<file path="src/rtl/dipn_map.svh">
`ifndef DIPN_MAP_SVH
`define DIPN_MAP_SVH
// ****************************************
// frame identifiers
// ****************************************
`define DIPN_ID_NMT 11'h000
`define DIPN_ID_SYNC 11'h080
`define DIPN_ID_EMCY 11'h080
`define DIPN_ID_TPDO 11'h180
`define DIPN_ID_RPDO1 11'h200
`define DIPN_ID_RPDO2 11'h301
`define DIPN_ID_SDO_TX 11'h580
`define DIPN_ID_SDO_RX 11'h600
// ****************************************
// protocol codes
// ****************************************
`define DIPN_NMT_START 8'h01
`define DIPN_NMT_STOP 8'h02
`define DIPN_NMT_PREOP 8'h80
`define DIPN_SDO_WR1 8'h2F
`define DIPN_SDO_ACK 8'h60
`define DIPN_SDO_ABORT 8'h80
`define DIPN_ABORT_CODE 32'h0602_0000
`define DIPN_OBJ_MODE 16'h6060
`define DIPN_OBJ_IPTIME 16'h60C2
`define DIPN_SUB_0 8'h00
`define DIPN_SUB_1 8'h01
`define DIPN_SUB_2 8'h02
`define DIPN_MODE_IP 8'h07
`define DIPN_CW_SHUTDOWN 16'h0006
`define DIPN_CW_SWON 16'h0007
`define DIPN_CW_ENOP 16'h000F
`define DIPN_CW_ENIP 16'h001F
`define DIPN_CW_FRESET 16'h0080
`define DIPN_SW_DISABLED 16'h0250
`define DIPN_SW_READY 16'h0231
`define DIPN_SW_SWON 16'h0233
`define DIPN_SW_OPEN 16'h0237
`define DIPN_SW_IP 16'h1237
`define DIPN_SW_FAULT 16'h0218
`define DIPN_DLC_SW 4'h2
`define DIPN_DLC_FULL 4'h8
// ****************************************
// interpolation time exponents
// ****************************************
`define DIPN_EXP_MS 8'hFD
`define DIPN_EXP_100US 8'hFC
`define DIPN_EXP_10US 8'hFB
`define DIPN_EXP_US 8'hFA
`define DIPN_US_PER_MS 20'h003E8
`define DIPN_US_PER_100US 20'h00064
`define DIPN_US_PER_10US 20'h0000A
`define DIPN_UNIT_RST 8'h01
// ****************************************
// register map and reset values
// ****************************************
`define DIPN_REG_CTRL 8'h00
`define DIPN_REG_STAT 8'h04
`define DIPN_REG_IRQ 8'h08
`define DIPN_REG_MASK 8'h0C
`define DIPN_REG_SETP 8'h10
`define DIPN_REG_IPCYC 8'h14
`define DIPN_NODE_ID_RST 7'h01
`define DIPN_RESP_OKAY 2'h0
`define DIPN_RESP_SLVERR 2'h2
`endif

</file>
<file path="src/rtl/dipn_pkg.sv">
package dipn_pkg;
  typedef enum logic [5:0] {
    ST_DISABLED = 6'h01,
    ST_READY = 6'h02,
    ST_SWON = 6'h04,
    ST_OPEN = 6'h08,
    ST_IP = 6'h10,
    ST_FAULT = 6'h20
  } dipn_state_t;
  typedef logic [3:0] dipn_irq_t;
endpackage

</file>
<file path="src/rtl/dipn_node.sv">
// Chosen here: the AXI4-Lite slave port and the address map.
`timescale 1ns/1ns
`default_nettype none
`include "dipn_map.svh"
// Function
// - mode object write 7, acknowledged
// - cycle from unit times ten power exponent
// - status word answers each control word
// - take own four-byte slot of setpoints
// - setpoint latched, applied on next sync in interpolation state
// - sync sends position and manufacturer status
// - fault sends emergency frame with code
// - every sync while operational processes and sends pdo
module dipn_node #(
  parameter logic [6:0] NODE_ID = `DIPN_NODE_ID_RST
) (
  input wire logic clk,
  input wire logic rst_n,
  input wire logic [7:0] s_axi_awaddr,
  input wire logic s_axi_awvalid,
  output logic s_axi_awready,
  input wire logic [31:0] s_axi_wdata,
  input wire logic [3:0] s_axi_wstrb,
  input wire logic s_axi_wvalid,
  output logic s_axi_wready,
  output logic [1:0] s_axi_bresp,
  output logic s_axi_bvalid,
  input wire logic s_axi_bready,
  input wire logic [7:0] s_axi_araddr,
  input wire logic s_axi_arvalid,
  output logic s_axi_arready,
  output logic [31:0] s_axi_rdata,
  output logic [1:0] s_axi_rresp,
  output logic s_axi_rvalid,
  input wire logic s_axi_rready,
  input wire logic rxValid,
  input wire logic [10:0] rxId,
  input wire logic [3:0] rxDlc,
  input wire logic [63:0] rxData,
  output logic txValid,
  output logic [10:0] txId,
  output logic [3:0] txDlc,
  output logic [63:0] txData,
  input wire logic txReady,
  input wire logic [31:0] actualPos,
  input wire logic [31:0] mfrStatus,
  input wire logic [15:0] faultCode,
  input wire logic [7:0] errReg,
  output logic [31:0] targetPos,
  output logic stepStrobe,
  output logic ipActive,
  output logic irq
);
  // ****************************************
  // reset release
  // ****************************************
  logic rstMeta_r, rstSync_r;
  always_ff @(posedge clk or negedge rst_n) begin
    if (!rst_n) begin
      rstMeta_r <= 1'b0;
      rstSync_r <= 1'b0;
    end else begin
      rstMeta_r <= 1'b1;
      rstSync_r <= rstMeta_r;
    end
  end

  function automatic logic [15:0] swOf(input dipn_pkg::dipn_state_t s);
    case (s)
      dipn_pkg::ST_READY: swOf = `DIPN_SW_READY;
      dipn_pkg::ST_SWON: swOf = `DIPN_SW_SWON;
      dipn_pkg::ST_OPEN: swOf = `DIPN_SW_OPEN;
      dipn_pkg::ST_IP: swOf = `DIPN_SW_IP;
      dipn_pkg::ST_FAULT: swOf = `DIPN_SW_FAULT;
      default: swOf = `DIPN_SW_DISABLED;
    endcase
  endfunction

  // unsupported exponents give zero: cycle not usable
  function automatic logic [19:0] cycUs(input logic [7:0] u, input logic [7:0] e);
    case (e)
      `DIPN_EXP_MS: cycUs = 20'(u) * `DIPN_US_PER_MS;
      `DIPN_EXP_100US: cycUs = 20'(u) * `DIPN_US_PER_100US;
      `DIPN_EXP_10US: cycUs = 20'(u) * `DIPN_US_PER_10US;
      `DIPN_EXP_US: cycUs = 20'(u);
      default: cycUs = 20'h00000;
    endcase
  endfunction

  // ****************************************
  // register bus
  // ****************************************
  logic awHeld_r, awHeld_nxt, wHeld_r, wHeld_nxt, bvalid_r, bvalid_nxt;
  logic awready_r, awready_nxt, wready_r, wready_nxt, arready_r, arready_nxt;
  logic rvalid_r, rvalid_nxt;
  logic [7:0] awAddr_r, awAddr_nxt;
  logic [31:0] wData_r, wData_nxt, rdata_r, rdata_nxt, rdMux, wMask;
  logic [3:0] wStrb_r, wStrb_nxt;
  logic [1:0] bresp_r, bresp_nxt, rresp_r, rresp_nxt;
  logic wrEn, wrHit, rdHit;
  // node state, read by the mux except ipUnit_r and ipExp_r
  logic [6:0] nodeId_r, nodeId_nxt;
  logic slot_r, slot_nxt, nmtOp_r, nmtOp_nxt;
  logic [7:0] mode_r, mode_nxt, ipUnit_r, ipUnit_nxt, ipExp_r, ipExp_nxt;
  logic [19:0] ipCycUs_r, ipCycUs_nxt;
  dipn_pkg::dipn_irq_t irqStat_r, irqStat_nxt, irqMask_r, irqMask_nxt, ev;
  dipn_pkg::dipn_state_t state_r, state_nxt;
  logic [31:0] targetPos_r, targetPos_nxt;

  always_comb begin
    wMask = {{8{wStrb_r[3]}}, {8{wStrb_r[2]}}, {8{wStrb_r[1]}}, {8{wStrb_r[0]}}};
    wrHit = (awAddr_r == `DIPN_REG_CTRL) || (awAddr_r == `DIPN_REG_IRQ) ||
            (awAddr_r == `DIPN_REG_MASK);
    rdHit = 1'b1;
    case (s_axi_araddr)
      `DIPN_REG_CTRL: rdMux = {23'h000000, slot_r, 1'b0, nodeId_r};
      `DIPN_REG_STAT: rdMux = {mode_r, 7'h00, nmtOp_r, swOf(state_r)};
      `DIPN_REG_IRQ: rdMux = {28'h0000000, irqStat_r};
      `DIPN_REG_MASK: rdMux = {28'h0000000, irqMask_r};
      `DIPN_REG_SETP: rdMux = targetPos_r;
      `DIPN_REG_IPCYC: rdMux = {12'h000, ipCycUs_r};
      default: begin
        rdMux = 32'h00000000;
        rdHit = 1'b0;
      end
    endcase
    awHeld_nxt = awHeld_r;
    awAddr_nxt = awAddr_r;
    wHeld_nxt = wHeld_r;
    wData_nxt = wData_r;
    wStrb_nxt = wStrb_r;
    bvalid_nxt = bvalid_r;
    bresp_nxt = bresp_r;
    rvalid_nxt = rvalid_r;
    rdata_nxt = rdata_r;
    rresp_nxt = rresp_r;
    wrEn = 1'b0;
    if (s_axi_awvalid && awready_r) begin
      awHeld_nxt = 1'b1;
      awAddr_nxt = s_axi_awaddr;
    end
    if (s_axi_wvalid && wready_r) begin
      wHeld_nxt = 1'b1;
      wData_nxt = s_axi_wdata;
      wStrb_nxt = s_axi_wstrb;
    end
    if (bvalid_r && s_axi_bready) begin
      bvalid_nxt = 1'b0;
    end
    // one write in flight: no new address until the response is taken
    if (awHeld_r && wHeld_r && !bvalid_r) begin
      wrEn = 1'b1;
      awHeld_nxt = 1'b0;
      wHeld_nxt = 1'b0;
      bvalid_nxt = 1'b1;
      bresp_nxt = wrHit ? `DIPN_RESP_OKAY : `DIPN_RESP_SLVERR;
    end
    if (rvalid_r && s_axi_rready) begin
      rvalid_nxt = 1'b0;
    end
    if (s_axi_arvalid && arready_r) begin
      rvalid_nxt = 1'b1;
      rdata_nxt = rdMux;
      rresp_nxt = rdHit ? `DIPN_RESP_OKAY : `DIPN_RESP_SLVERR;
    end
    awready_nxt = !awHeld_nxt && !bvalid_nxt;
    wready_nxt = !wHeld_nxt && !bvalid_nxt;
    arready_nxt = !rvalid_nxt;
  end

  always_ff @(posedge clk or negedge rstSync_r) begin
    if (!rstSync_r) begin
      awHeld_r <= 1'b0;
      awAddr_r <= 8'h00;
      wHeld_r <= 1'b0;
      wData_r <= 32'h00000000;
      wStrb_r <= 4'h0;
      bvalid_r <= 1'b0;
      bresp_r <= `DIPN_RESP_OKAY;
      rvalid_r <= 1'b0;
      rdata_r <= 32'h00000000;
      rresp_r <= `DIPN_RESP_OKAY;
      awready_r <= 1'b0;
      wready_r <= 1'b0;
      arready_r <= 1'b0;
    end else begin
      awHeld_r <= awHeld_nxt;
      awAddr_r <= awAddr_nxt;
      wHeld_r <= wHeld_nxt;
      wData_r <= wData_nxt;
      wStrb_r <= wStrb_nxt;
      bvalid_r <= bvalid_nxt;
      bresp_r <= bresp_nxt;
      rvalid_r <= rvalid_nxt;
      rdata_r <= rdata_nxt;
      rresp_r <= rresp_nxt;
      awready_r <= awready_nxt;
      wready_r <= wready_nxt;
      arready_r <= arready_nxt;
    end
  end

  // ****************************************
  // node protocol
  // ****************************************
  logic setpPend_r, setpPend_nxt, sdoPend_r, sdoPend_nxt, stPend_r, stPend_nxt;
  logic pdoPend_r, pdoPend_nxt, emcyPend_r, emcyPend_nxt, sdoOk_r, sdoOk_nxt;
  logic txValid_r, txValid_nxt, step_r, step_nxt, ipAct_r, ipAct_nxt, irq_r, irq_nxt;
  logic [31:0] setp_r, setp_nxt;
  logic [15:0] faultPrev_r, faultPrev_nxt, emcyCode_r, emcyCode_nxt, sdoIdx_r, sdoIdx_nxt;
  logic [15:0] cw, sdoIdxIn;
  logic [7:0] sdoSub_r, sdoSub_nxt, emcyReg_r, emcyReg_nxt, sdoSubIn;
  logic [10:0] txId_r, txId_nxt, nodeOfs;
  logic [3:0] txDlc_r, txDlc_nxt;
  logic [63:0] txData_r, txData_nxt;
  logic isNmt, isSync, isSdo, isCw, isSetp;

  always_comb begin
    nodeOfs = {4'h0, nodeId_r};
    cw = rxData[15:0];
    sdoIdxIn = rxData[23:8];
    sdoSubIn = rxData[31:24];
    isNmt = rxValid && rxId == `DIPN_ID_NMT;
    isSync = rxValid && rxId == `DIPN_ID_SYNC && nmtOp_r;
    isSdo = rxValid && rxId == `DIPN_ID_SDO_RX + nodeOfs;
    isCw = rxValid && rxId == `DIPN_ID_RPDO1 + nodeOfs && nmtOp_r && rxDlc >= `DIPN_DLC_SW;
    isSetp = rxValid && rxId == `DIPN_ID_RPDO2 && nmtOp_r && rxDlc == `DIPN_DLC_FULL;
    {nodeId_nxt, slot_nxt, nmtOp_nxt, mode_nxt} = {nodeId_r, slot_r, nmtOp_r, mode_r};
    {ipUnit_nxt, ipExp_nxt, state_nxt, targetPos_nxt} = {ipUnit_r, ipExp_r, state_r, targetPos_r};
    {setpPend_nxt, sdoPend_nxt, stPend_nxt, pdoPend_nxt} = {setpPend_r, sdoPend_r, stPend_r, pdoPend_r};
    {emcyPend_nxt, sdoOk_nxt, setp_nxt, faultPrev_nxt} = {emcyPend_r, sdoOk_r, setp_r, faultPrev_r};
    {emcyCode_nxt, emcyReg_nxt, sdoIdx_nxt, sdoSub_nxt} = {emcyCode_r, emcyReg_r, sdoIdx_r, sdoSub_r};
    {txValid_nxt, txId_nxt, txDlc_nxt, txData_nxt} = {txValid_r, txId_r, txDlc_r, txData_r};
    irqMask_nxt = irqMask_r;
    step_nxt = 1'b0;
    ev = 4'h0;
    if (txValid_r && txReady) begin
      txValid_nxt = 1'b0;
    end
    // loader runs before the event code so that a new request wins over the clear
    if (!txValid_r) begin
      if (emcyPend_r) begin
        emcyPend_nxt = 1'b0;
        txId_nxt = `DIPN_ID_EMCY + nodeOfs;
        txData_nxt = {40'h0000000000, emcyReg_r, emcyCode_r};
      end else if (sdoPend_r) begin
        sdoPend_nxt = 1'b0;
        txId_nxt = `DIPN_ID_SDO_TX + nodeOfs;
        txData_nxt = sdoOk_r ? {32'h00000000, sdoSub_r, sdoIdx_r, `DIPN_SDO_ACK}
                             : {`DIPN_ABORT_CODE, sdoSub_r, sdoIdx_r, `DIPN_SDO_ABORT};
      end else if (stPend_r) begin
        stPend_nxt = 1'b0;
        txId_nxt = `DIPN_ID_TPDO + nodeOfs;
        txData_nxt = {48'h000000000000, swOf(state_r)};
      end else if (pdoPend_r) begin
        pdoPend_nxt = 1'b0;
        txId_nxt = `DIPN_ID_TPDO + nodeOfs;
        txData_nxt = {mfrStatus, actualPos};
      end
      txDlc_nxt = stPend_r && !emcyPend_r && !sdoPend_r ? `DIPN_DLC_SW : `DIPN_DLC_FULL;
      txValid_nxt = emcyPend_r || sdoPend_r || stPend_r || pdoPend_r;
    end
    if (isNmt && (rxData[15:8] == 8'h00 || rxData[15:8] == {1'b0, nodeId_r})) begin
      if (rxData[7:0] == `DIPN_NMT_START) begin
        nmtOp_nxt = 1'b1;
      end else if (rxData[7:0] == `DIPN_NMT_STOP || rxData[7:0] == `DIPN_NMT_PREOP) begin
        nmtOp_nxt = 1'b0;
      end
    end
    if (isSdo) begin
      sdoPend_nxt = 1'b1;
      sdoIdx_nxt = sdoIdxIn;
      sdoSub_nxt = sdoSubIn;
      sdoOk_nxt = 1'b0;
      ev[3] = 1'b1;
      if (rxData[7:0] == `DIPN_SDO_WR1) begin
        if (sdoIdxIn == `DIPN_OBJ_MODE && sdoSubIn == `DIPN_SUB_0) begin
          mode_nxt = rxData[39:32];
          sdoOk_nxt = 1'b1;
        end else if (sdoIdxIn == `DIPN_OBJ_IPTIME && sdoSubIn == `DIPN_SUB_1) begin
          ipUnit_nxt = rxData[39:32];
          sdoOk_nxt = 1'b1;
        end else if (sdoIdxIn == `DIPN_OBJ_IPTIME && sdoSubIn == `DIPN_SUB_2) begin
          ipExp_nxt = rxData[39:32];
          sdoOk_nxt = 1'b1;
        end
      end
    end
    if (isCw) begin
      stPend_nxt = 1'b1;
      // out-of-order words leave the state alone; master waits per step
      case (cw)
        `DIPN_CW_SHUTDOWN: if (state_r != dipn_pkg::ST_FAULT) state_nxt = dipn_pkg::ST_READY;
        `DIPN_CW_SWON: if (state_r == dipn_pkg::ST_READY || state_r == dipn_pkg::ST_OPEN ||
                           state_r == dipn_pkg::ST_IP) state_nxt = dipn_pkg::ST_SWON;
        `DIPN_CW_ENOP: if (state_r == dipn_pkg::ST_SWON || state_r == dipn_pkg::ST_IP)
                         state_nxt = dipn_pkg::ST_OPEN;
        `DIPN_CW_ENIP: if (state_r == dipn_pkg::ST_OPEN && mode_r == `DIPN_MODE_IP)
                         state_nxt = dipn_pkg::ST_IP;
        `DIPN_CW_FRESET: if (state_r == dipn_pkg::ST_FAULT && faultCode == 16'h0000)
                           state_nxt = dipn_pkg::ST_DISABLED;
        default: state_nxt = state_r;
      endcase
    end
    if (isSetp) begin
      setp_nxt = slot_r ? rxData[63:32] : rxData[31:0];
      setpPend_nxt = 1'b1;
      ev[1] = 1'b1;
    end
    if (isSync) begin
      pdoPend_nxt = 1'b1;
      ev[0] = 1'b1;
      if (setpPend_r && state_r == dipn_pkg::ST_IP) begin
        targetPos_nxt = setp_r;
        step_nxt = 1'b1;
        setpPend_nxt = 1'b0;
      end
    end
    if (faultCode != faultPrev_r) begin
      faultPrev_nxt = faultCode;
      emcyCode_nxt = faultCode;
      emcyReg_nxt = faultCode == 16'h0000 ? 8'h00 : errReg;
      emcyPend_nxt = 1'b1;
      ev[2] = 1'b1;
    end
    if (faultCode != 16'h0000) begin
      state_nxt = dipn_pkg::ST_FAULT;
    end
    ipCycUs_nxt = cycUs(ipUnit_r, ipExp_r);
    ipAct_nxt = state_nxt == dipn_pkg::ST_IP;
    if (wrEn && awAddr_r == `DIPN_REG_CTRL && wStrb_r[0]) nodeId_nxt = wData_r[6:0];
    if (wrEn && awAddr_r == `DIPN_REG_CTRL && wStrb_r[1]) slot_nxt = wData_r[8];
    if (wrEn && awAddr_r == `DIPN_REG_MASK) irqMask_nxt = wData_r[3:0] & wMask[3:0];
    irqStat_nxt = irqStat_r;
    if (wrEn && awAddr_r == `DIPN_REG_IRQ) irqStat_nxt = irqStat_r & ~(wData_r[3:0] & wMask[3:0]);
    irqStat_nxt = irqStat_nxt | ev;
    irq_nxt = |(irqStat_nxt & irqMask_nxt);
  end

  always_ff @(posedge clk or negedge rstSync_r) begin
    if (!rstSync_r) begin
      {nodeId_r, slot_r, nmtOp_r, mode_r} <= {NODE_ID, 1'b0, 1'b0, 8'h00};
      {ipUnit_r, ipExp_r, ipCycUs_r} <= {`DIPN_UNIT_RST, `DIPN_EXP_MS, `DIPN_US_PER_MS};
      state_r <= dipn_pkg::ST_DISABLED;
      {targetPos_r, setp_r, setpPend_r, sdoPend_r} <= {64'h0000000000000000, 2'h0};
      {stPend_r, pdoPend_r, emcyPend_r, sdoOk_r} <= 4'h0;
      {faultPrev_r, emcyCode_r, emcyReg_r} <= 40'h0000000000;
      {sdoIdx_r, sdoSub_r, irqStat_r, irqMask_r} <= 32'h00000000;
      {txValid_r, txId_r, txDlc_r, txData_r} <= 80'h0;
      {step_r, ipAct_r, irq_r} <= 3'h0;
    end else begin
      {nodeId_r, slot_r, nmtOp_r, mode_r} <= {nodeId_nxt, slot_nxt, nmtOp_nxt, mode_nxt};
      {ipUnit_r, ipExp_r, ipCycUs_r} <= {ipUnit_nxt, ipExp_nxt, ipCycUs_nxt};
      state_r <= state_nxt;
      {targetPos_r, setp_r, setpPend_r, sdoPend_r} <= {targetPos_nxt, setp_nxt, setpPend_nxt, sdoPend_nxt};
      {stPend_r, pdoPend_r, emcyPend_r, sdoOk_r} <= {stPend_nxt, pdoPend_nxt, emcyPend_nxt, sdoOk_nxt};
      {faultPrev_r, emcyCode_r, emcyReg_r} <= {faultPrev_nxt, emcyCode_nxt, emcyReg_nxt};
      {sdoIdx_r, sdoSub_r, irqStat_r, irqMask_r} <= {sdoIdx_nxt, sdoSub_nxt, irqStat_nxt, irqMask_nxt};
      {txValid_r, txId_r, txDlc_r, txData_r} <= {txValid_nxt, txId_nxt, txDlc_nxt, txData_nxt};
      {step_r, ipAct_r, irq_r} <= {step_nxt, ipAct_nxt, irq_nxt};
    end
  end

  assign {s_axi_awready, s_axi_wready, s_axi_bvalid, s_axi_bresp} = {awready_r, wready_r, bvalid_r, bresp_r};
  assign {s_axi_arready, s_axi_rvalid, s_axi_rdata, s_axi_rresp} = {arready_r, rvalid_r, rdata_r, rresp_r};
  assign {txValid, txId, txDlc, txData} = {txValid_r, txId_r, txDlc_r, txData_r};
  assign {targetPos, stepStrobe, ipActive, irq} = {targetPos_r, step_r, ipAct_r, irq_r};
endmodule // dipn_node
`default_nettype wire

</file>
<file path="config.mk">
export PLATFORM = sky130hd
export DESIGN_NAME = dipn_node
export DESIGN_NICKNAME = d
export VERILOG_FILES = /design/src/rtl/dipn_pkg.sv /design/src/rtl/dipn_node.sv
export VERILOG_INCLUDE_DIRS = /design/src /design/src/rtl
export SDC_FILE = /design/constraint.sdc
export NUM_CORES = 1
export LEC_CHECK = 0
export ABC_CLOCK_PERIOD_IN_PS = 10500
export BUFFER_PORTS_ARGS = -buffer_cell sky130_fd_sc_hd__buf_2
export CELL_PAD_IN_SITES_DETAIL_PLACEMENT = 0
export CELL_PAD_IN_SITES_GLOBAL_PLACEMENT = 2
export CORE_MARGIN = 5
export CORE_UTILIZATION = 30
export CTS_CLUSTER_DIAMETER = 30
export DETAILED_ROUTE_END_ITERATION = 10
export GPL_TIMING_DRIVEN = 0
export HOLD_SLACK_MARGIN = 0.02
export PLACE_DENSITY = 0.75
export SLEW_MARGIN = 20
export SYNTH_ARGS = -nofsm -noshare
export SYNTH_HDL_FRONTEND = slang
export SYNTH_SLANG_ARGS = --single-unit
</file>
<file path="constraint.sdc">
create_clock -name clk -period 10.5 [get_ports clk]
set_clock_uncertainty 0.15 [all_clocks]
set_input_delay 0.525 -clock clk [delete_from_list [all_inputs] [get_ports clk]]
set_output_delay 0.525 -clock clk [all_outputs]
set_load 0.1 [all_outputs]
</file>
; ---- Word level (Yosys, flattened, before mapping)
; Cells that the tools add are included.
[op_classes]
n_lt_le_gt_ge = 1
eq_ne = 49
muxes = 68
addsub = 5
reduce_logical = 71
bitwise = 8
multipliers = 3
[op_table]
columns = op, count
row1 = $mux W64, 4
row2 = $pmux W32 S6, 1
row3 = $pmux W18 S4, 1
row4 = $pmux W13 S5, 1
row5 = $mux W59, 1
row6 = $mux W11, 4
row7 = $mux W6, 7
row8 = $mux W1, 41
row9 = $eq A8 B8 Y1 const B, 5
row10 = $logic_and A1 B1 Y1, 34
row11 = $eq A16 B15 Y1 const B, 2
row12 = $eq A16 B3 Y1 const B, 2
row13 = $eq A8 B4 Y1 const B, 4
row14 = $logic_not A8 Y1, 4
row15 = $mux W32, 1
row16 = $pmux W6 S5, 1
row17 = $eq A11 B11 Y1, 2
row18 = $ne A2 B1 Y1 const B, 10
row19 = $eq A16 B4 Y1 const B, 1
row20 = $eq A16 B5 Y1 const B, 1
row21 = $eq A16 B8 Y1 const B, 1
row22 = $eq A8 B1 Y1 const B, 2
row23 = $eq A8 B2 Y1 const B, 2
row24 = $eq A8 B3 Y1 const B, 2
row25 = 42 further kinds, 71
[totals]
word_cells = 249
regBits = 332
inputBits = 228
output_inout_bits = 156

; ---- Logic depth before layout (Yosys ltp)
; Gate-level depths: netlist of the first run.
[logic_depth]
word_depth = 8
depth_mapped = 14
ltp_nobuf = 14

; ---- Worst setup path after synthesis of the first run
; No wires, ideal clock.
[synth_timing]
path_type = reg2reg
startpoint = register ipUnit_r[1]
endpoint = register ipCycUs_r[16]
setup_time_ns = 0.086
required_ns = 10.264
n_path_buf = 0
synth_period_minus_slack_ns = 3.970
t_arrival_ns = 3.734
path_slack_ns = 6.530
path_stages_with_launch = 13
cell_sequence = dfrtp_1 > inv_1 > fa_1 > fa_1 > fa_1 > fa_1 > inv_1 > ha_1 > a21boi_0 > o21ai_0 > a211oi_1 > o21a_1 > nor3_1
[synth_between]
elab_chain_cells = 2
[synth_lines]
columns = item, line_no
row1 = "start, declared", dipn_node.sv:104  ; logic [7:0] mode_r, mode_nxt, ipUnit_r, ipUnit_nxt, ipExp_r, ipExp_nxt;
row2 = "start signal, assigned", dipn_node.sv:343  ; {ipUnit_r, ipExp_r, ipCycUs_r} <= {`DIPN_UNIT_RST, `DIPN_EXP_MS, `DIPN_US_PER_MS};
row3 = "start signal, assigned", dipn_node.sv:353  ; {ipUnit_r, ipExp_r, ipCycUs_r} <= {ipUnit_nxt, ipExp_nxt, ipCycUs_nxt};
row4 = $mul A8 B7 Y15 (no line), --
row5 = $pmux W18 S4, dipn_node.sv:81  ; case (e)
row6 = named net ipCycUs_nxt[16], dipn_node.sv:105  ; logic [19:0] ipCycUs_r, ipCycUs_nxt;
row7 = "end signal, assigned", dipn_node.sv:343
row8 = "end signal, assigned", dipn_node.sv:353
row9 = "end, declared", dipn_node.sv:105
; The timed path passes the listed nets, and every way through them passes these cells.
; A chain may end at the register's enable or synchronous reset.

; ---- Final worst setup path of the first run
[layout_timing]
startpoint = register ipUnit_r[2]
endpoint = register ipCycUs_r[16]
; The elaborated chain is that of the path after synthesis.

==> results of run 1 <==
-- sequential cells by signal (all words and copies together) (netlist names), 10 cells and up --
register,count
txData,64
ipCycUs_r,18
targetPos,32
emcyCode_r,16
txId,10
sdoIdx_r,16
setp_r,32
s_axi_rdata,32
-- power breakdown --
| part | total [mW] | internal, mW | switching, mW |
|---|---|---|---|
| registers | 1.46 | 1.37 | 0.0923 |
| clock network | 2.75 | 1.90 | 0.846 |
| logic | 0.936 | 0.210 | 0.725 |
| total | 5.14 | 3.48 | 1.66 |
-- cells by family after synthesis --
kind of cell,after synthesis
buf+inv,164
other cells,2
flops,324
compound gates,337
xor+xnor,48
simple gates,423
mux,163
fa+ha+maj,95
-- final cells by class --
class,instances,area [um^2],share of cell area (%)
diodes,7,17.5,0.0749
plain buffers,94,378,1.62
clock buffers,136,2680,11.4
clock inverters,31,463,1.98
inverters,70,263,1.12
multi-input cells,1072,7770,33.2
flip-flops and latches,324,8130,34.8
well taps,704,881,3.77
repair buffers,446,2810,12.0
-- worst min-delay path: stages --
cell,delay [ns]
buf_2,0.09
a21oi_1,0.06
nor2_1,0.09
-- routing by layer --
| layer | vias up | track usage [%] | part of all wire [%] |
|---|---|---|---|
| li1 | 6628 | - | - |
| met1 | 7168 | 25.5 | 42 |
| met2 | 463 | 36.3 | 50 |
| met3 | 113 | 4.08 | 5.4 |
| met4 | 2 | 6.22 | 2.5 |
| met5 | - | 0 | 0.021 |
-- layout by cell type (no fill, tap or decap), types with 8 or more instances in the layout --
cell type / synthesis / layout
mux2_1: 8 / 8
dfrtp_1: 308 / 307
xor2_1: 19 / 19
a22o_1: 36 / 36
nor2b_1: 11 / 11
clkbuf_1: 78 / 100
nand3_1: 11 / 11
clkbuf_8: 0 / 23
and3_1: 13 / 13
mux2_4: 8 / 8
dfstp_2: 16 / 16
buf_1: 8 / 8
dlygate4sd3_1: 0 / 88
nand4_1: 10 / 10
mux2i_1: 55 / 55
nor2_1: 67 / 67
fa_1: 25 / 25
clkbuf_16: 0 / 91
buf_2: 2 / 353
nor3_1: 33 / 32
clkinv_2: 0 / 17
nand2_1: 205 / 205
o21ai_0: 140 / 140
nor4_1: 18 / 17
xnor2_1: 29 / 29
a21oi_1: 54 / 54
ha_1: 70 / 70
mux2_2: 92 / 92
a22oi_1: 35 / 35
o22ai_1: 8 / 8
inv_1: 70 / 70
-- worst paths after layout --
path | depth (start not counted) | to | from | slack, ns
setup / recovery | 12 | ipCycUs_r[16] | ipUnit_r[2] | 5.47
hold / removal | 3 | s_axi_rresp[1] | s_axi_arvalid | 0.05
setup reg to reg | 12 | ipCycUs_r[16] | ipUnit_r[2] | 5.47
hold reg to reg | 0 | s_axi_wready | rstSync_r | 0.18
max in group asynchronous | 3 | s_axi_rdata[20] | rstSync_r | 8.70
min in group asynchronous | 2 | rstSync_r | rst_n | 0.10
-- stage by stage --
stage | power (mW) | utilization (%) | instances | setup slack (ns)
floorplan | 2.13 | - | 1560 | 0.679
global route | 5.33 | 42.7 | 2880 | 5.28
finish | 5.14 | 42.7 | 2884 | 5.47
detailed placement | 2.39 | 35.3 | 2622 | 5.48
CTS | 5.20 | 42.7 | 2877 | 5.42
global placement | 2.37 | 35.0 | 2615 | -3.42
-- repair_timing --
action / 4_1_cts / 5_1_grt
setup buffers: 0 / 0
hold buffers: 88 / 0
hold endpoints to repair: 90 / 0
==> impl_metrics.yaml, run 1 <==
status:
  status: "finished, final reports clean"
clocking:
  ctsRootBufferMaster: "clkbuf_16"
  clock-sinks: 324
  clk_transition_reported_paths_ns: 0.04
  cts-buffers-inserted: 91
  worst_skew_pair.late_latency_ns: 0.63
  cts.repair.resized: 0
  tritoncts: "built"
  h-tree-depth: 3
  cts-root-to-sink-buffers: 3
routing:
  drc: 0
  routed-via-count: 14400
  routedWlPerCell_um: 21.8
  route.final.wire_length_mm: 62.8
  drtAntennaViolNets: 0
  drt_pre_antenna_iters: 5
  dr_vias_cell: 4.98
  drt_iter0_markers: 644
finish:
  finalNetCount: 2422
  area_growth_pct: 41.7
  summed_area_of_non_filler_cells_in_the_final_layout_um2: 23400
  layout-drive-gt1-share_pct: 29.6
  fillCellCount: 5342
pwr:
  p_leak_nw: 11.4
  power.density_nw_per_um2: 220
  worst_ir_drop_vdd_mv: 0.164
grt:
  maximum_number_of_pins_on_one_net_before_global_route_repair: 55
  global_route.overflow_total: 0
  grt_pass1_vias: 15400
  grt_first_pass_wirelength_mm: 94.6
  globalRouteTotalUtil_pct: 20.6
  antenna_found_initial: 8
job:
  max-cap-violations: 0
place:
  place_congestion: 0.864
  dp_hpwl_mm: 48.3
  dpl_cell_area_um2: 19400
  port-buffer-count: 351
critical_path:
  critical_path.max_fanout: 9
  setup.worst_path.start_class: "flip-flop"
  worst_ep_required_ns: 10.80
  cp_num_buf_inv: 2
  cp.arrival_ns: 5.34
  setup.worst_path.end_class: "flip-flop"
  critical_path_class: "reg2reg"
  critical-path-slowest-cell: "dfrtp_1"
  slowest_delay_ns: 0.61
  crit_chain: "inv_1 -> fa_1 -> fa_1 -> fa_1 -> fa_1 -> inv_1 -> ha_1 -> a21boi_0 -> o21ai_0 -> a211oi_1 -> o21a_1 -> nor3_1"
  critPathTopFamily: "adder cells"
  cp_common_cell: "fa_1"
die:
  die_w_um: 245
  core_area_um2: 54800
  die_height_um: 245
  initial_core_util_pct: 30.1
  dieArea_um2: 59800
  ios: 384
  fp-row-count: 86
logic_synthesis:
  synth-warning-count: 0
  synth_compound_area_share_pct: 12.9
  synthFlopType: "dfrtp_1"
  synth-seq-cells: 324
  synth_enable_flop_cells: 0
  yosysMostFrequentCell: "dfrtp_1"
  post_synth_instance_area_um2: 16500
  post_synth_inst_count: 1556
  synth_commonest_cells: "308 x dfrtp_1, 205 x nand2_1, 140 x o21ai_0, 92 x mux2_2, 78 x clkbuf_1"
  post_synth.cell_area_avg_um2: 10.6
  postSynth.asyncResetShare_pct: 100
  synth_top_area_share_pct: 46.7
  yosys.area_share.adder_pct: 8.34
  yosys.cell_types.count: 69
  synth_seq_area_share_pct: 49.2
  ys_top_cells_by_area: "dfrtp_1 47%, mux2_2 6.3%, ha_1 5.3%"
  synth.area.mux_share_pct: 10.9
  synth_top_family_by_area: "compound AO/OA/AOI/OAI gates"
  synth_top_area_cell: "dfrtp_1"
  synth_simple_gate_area_share_pct: 12.2
  yosys.area_share.xor_xnor_pct: 2.55
sta:
  timing.final.hold_violations: 0
  worstMarginPinSlew_ns: 1.09
  count_of_final_max_slew_check_failures: 0
  post-route-min-period_ns: 5.03
  unrepaired_setup_endpoints_after_global_routing: "no"
  timing_limited_maximum_frequency_mhz: 199
  setup-violations-final: 0
  layout_worst_path_cycle_share_pct: 47.9
  finalSetupTns_ns: 0
  whs_ns: 0.0463
  slew-limit-headroom_pct: 26.8
min_path:
  holdCritPathClass: "in2reg"
Power figures use the tool's default switching activity.
==> inputs of run 2 (changes only) <==
--- a/config.mk
+++ b/config.mk
@@ -6,7 +6,7 @@
 export SDC_FILE = /design/constraint.sdc
 export NUM_CORES = 1
 export LEC_CHECK = 0
-export ABC_CLOCK_PERIOD_IN_PS = 10500
+export ABC_CLOCK_PERIOD_IN_PS = 4560
 export BUFFER_PORTS_ARGS = -buffer_cell sky130_fd_sc_hd__buf_2
 export CELL_PAD_IN_SITES_DETAIL_PLACEMENT = 0
 export CELL_PAD_IN_SITES_GLOBAL_PLACEMENT = 2
==> constraint.sdc (replaced) <==
create_clock -name clk -period 4.56 [get_ports clk]
set_clock_uncertainty 0.15 [all_clocks]
set_input_delay 0.228 -clock clk [delete_from_list [all_inputs] [get_ports clk]]
set_output_delay 0.228 -clock clk [all_outputs]
set_load 0.1 [all_outputs]
==> impl_metrics.yaml, run 2 (synthesized netlist as in run 1, its figures left out) <==
pwr:
  p_comb_share_pct: 19.1
  internal_power_mw: 7.93
  power.density_nw_per_um2: 484
  worst_ir_drop_vdd_mv: 0.349
  seqPwrFrac_pct: 28.4
  p_leak_nw: 11.7
  power.net_switching_mw: 3.87
  power_switching_share_pct: 32.8
  share_clk_of_total_power_pct: 52.5
critical_path:
  critical_path_class: "reg2reg"
  ff2ff_setup_slack_ns: 0.13
  cp_common_cell: "fa_1"
  crit-reg2reg-capture: "ipCycUs_r[16]"
  reg2regPathDepth: 12
  setup.worst_path.start_class: "flip-flop"
  cp.arrival_ns: 4.77
  setup.worst_path.end_class: "flip-flop"
  worst_ep_required_ns: 4.89
  slowest_delay_ns: 0.66
  critical_path.endpoint: "ipCycUs_r[16]"
  timing.rr.start: "ipUnit_r[4]"
  crit_chain: "inv_1 -> fa_1 -> fa_1 -> fa_1 -> inv_1 -> ha_1 -> ha_1 -> or2_2 -> a21oi_1 -> a211oi_2 -> o21a_1 -> nor3_2"
  critical-path-slowest-cell: "dfrtp_1"
  setup.worst_path.start: "ipUnit_r[4]"
  critical_path.max_fanout: 10
sta:
  timing.final.hold_violations: 0
  count_of_final_max_slew_check_failures: 0
  slew-limit-headroom_pct: 24.1
  timing.final.ws_setup_ns: 0.128
  layout_worst_path_cycle_share_pct: 97.2
  worstMarginPinSlew_ns: 1.13
  unrepaired_setup_endpoints_after_global_routing: "no"
  setup-violations-final: 0
  post-route-min-period_ns: 4.43
  timing_limited_maximum_frequency_mhz: 226
routing:
  drt_iter0_markers: 762
  routed-via-count: 14600
  route.final.wire_length_mm: 64.1
  drtAntennaViolNets: 0
  drc: 0
  routedWlPerCell_um: 21.5
  drt_pre_antenna_iters: 6
  dr_vias_cell: 4.91
place:
  dp_hpwl_mm: 48.3
  place_worst_setup_slack_ns: -0.440
  port-buffer-count: 351
  dpl_cell_area_um2: 19300
  place_congestion: 0.877
grt:
  grt_first_pass_wirelength_mm: 96.8
  grt_pass1_vias: 15800
  maximum_number_of_pins_on_one_net_before_global_route_repair: 56
  globalRouteTotalUtil_pct: 21.0
  global_route.overflow_total: 0
  antenna_found_initial: 3
die:
  initial_core_util_pct: 30.1
  die_height_um: 245
  ios: 384
  die_w_um: 245
  core_area_um2: 54800
  fp-row-count: 86
  dieArea_um2: 59800
clocking:
  clk_transition_reported_paths_ns: 0.04
  ctsRootBufferMaster: "clkbuf_16"
  cts-buffers-inserted: 87
  tritoncts: "built"
  h-tree-depth: 3
  worst_skew_pair.late_latency_ns: 0.63
  cts-root-to-sink-buffers: 3
  clock-sinks: 324
min_path:
  holdCritPathClass: "in2reg"
finish:
  finalNetCount: 2531
  mostFrequentLayoutCell: "buf_2"
  layout-drive-gt1-share_pct: 28.8
  largest_register_ffs: 64
  summed_area_of_non_filler_cells_in_the_final_layout_um2: 24400
  final_cell_mix: "355 x buf_2, 303 x dfrtp_1, 205 x nand2_1"
  area_growth_pct: 47.8
status:
  status: "finished, final reports clean"
job:
  max-cap-violations: 0
## run 2: cell types whose count changed in the layout (fill, tap and decap cells not counted), sizes merged, moves of 3 or more
cell         before  now
dlygate4sd3      88  198
clkbuf          214  184
clkinvlp          1   10
bufinv            6   10
diode             7    3
buf             374  377
clkinv           22   25
## run 2: final cells by class
cell class / instances / area, um^2
flip-flops and latches: 324 / 8140
clock buffers: 106 / 2340
plain buffers: 94 / 378
well taps: 704 / 881
repair buffers: 559 / 3920
diodes: 3 / 7.51
multi-input cells: 1072 / 7790
fillers: 5259 / 30400
inverters: 70 / 263
clock inverters: 49 / 688
## run 2: how the worst min path moves through the flow
stage,end,depth (start not counted),slack [ns],from
global placement,rstMeta_r,1,-0.14,rst_n
floorplan,rstMeta_r,0,-0.22,rst_n
global route,pdoPend_r,5,0.06,rxId[6]
CTS,pdoPend_r,5,0.03,rxId[6]
detailed placement,rstSync_r,1,-0.13,rst_n
finish,pdoPend_r,5,0.07,rxId[6]
## run 2: what timing repair did
item                       4_1_cts  5_1_grt
hold endpoints to repair       207        0
setup endpoints to repair        3        1
gates resized for setup          8        2
hold buffers                   198        0
setup buffers                    2        0
cloned                           0        0
pin swaps                        1        1
## run 2: through the flow
step	hold slack (ns)	TNS, ns	util (%)	cells	power [mW]
after floorplan	-0.218	0	-	1560	4.89
after global placement	-0.137	-28.28	35.0	2615	5.45
after detailed placement	-0.133	-0.607	35.3	2623	5.50
after CTS	0.0348	0	44.5	2978	11.9
after global routing	0.0612	0	44.5	2979	12.3
final	0.0698	0	44.6	2981	11.8
## run 2: power by group through the flow
stage / clock network [mW] / logic [mW] / registers (mW)
after floorplan: 0 / 0.532 / 4.36
after global placement: 0 / 2.03 / 3.43
after detailed placement: 0 / 2.11 / 3.39
after CTS: 6.33 / 2.27 / 3.35
after global routing: 6.50 / 2.38 / 3.38
final: 6.20 / 2.25 / 3.35
## run 2: worst max-delay path: cells and delay by family, from the launching register on
family                     cells  cell delay [ns]
buffers and inverters          2             0.21
adders and majority gates      5             2.14
AOI/OAI and AO/OA              3             0.51
and+or+nand+nor                2             0.62
DFF                            1             0.66
## run 2: routing by layer
metal / routed length [um] / up-vias / track usage, %
met5: 0 / - / 0
met4: 1860 / 0 / 7.26
met3: 3050 / 112 / 3.91
met2: 31500 / 433 / 36.5
met1: 27700 / 7256 / 26.5
li1: - / 6836 / -
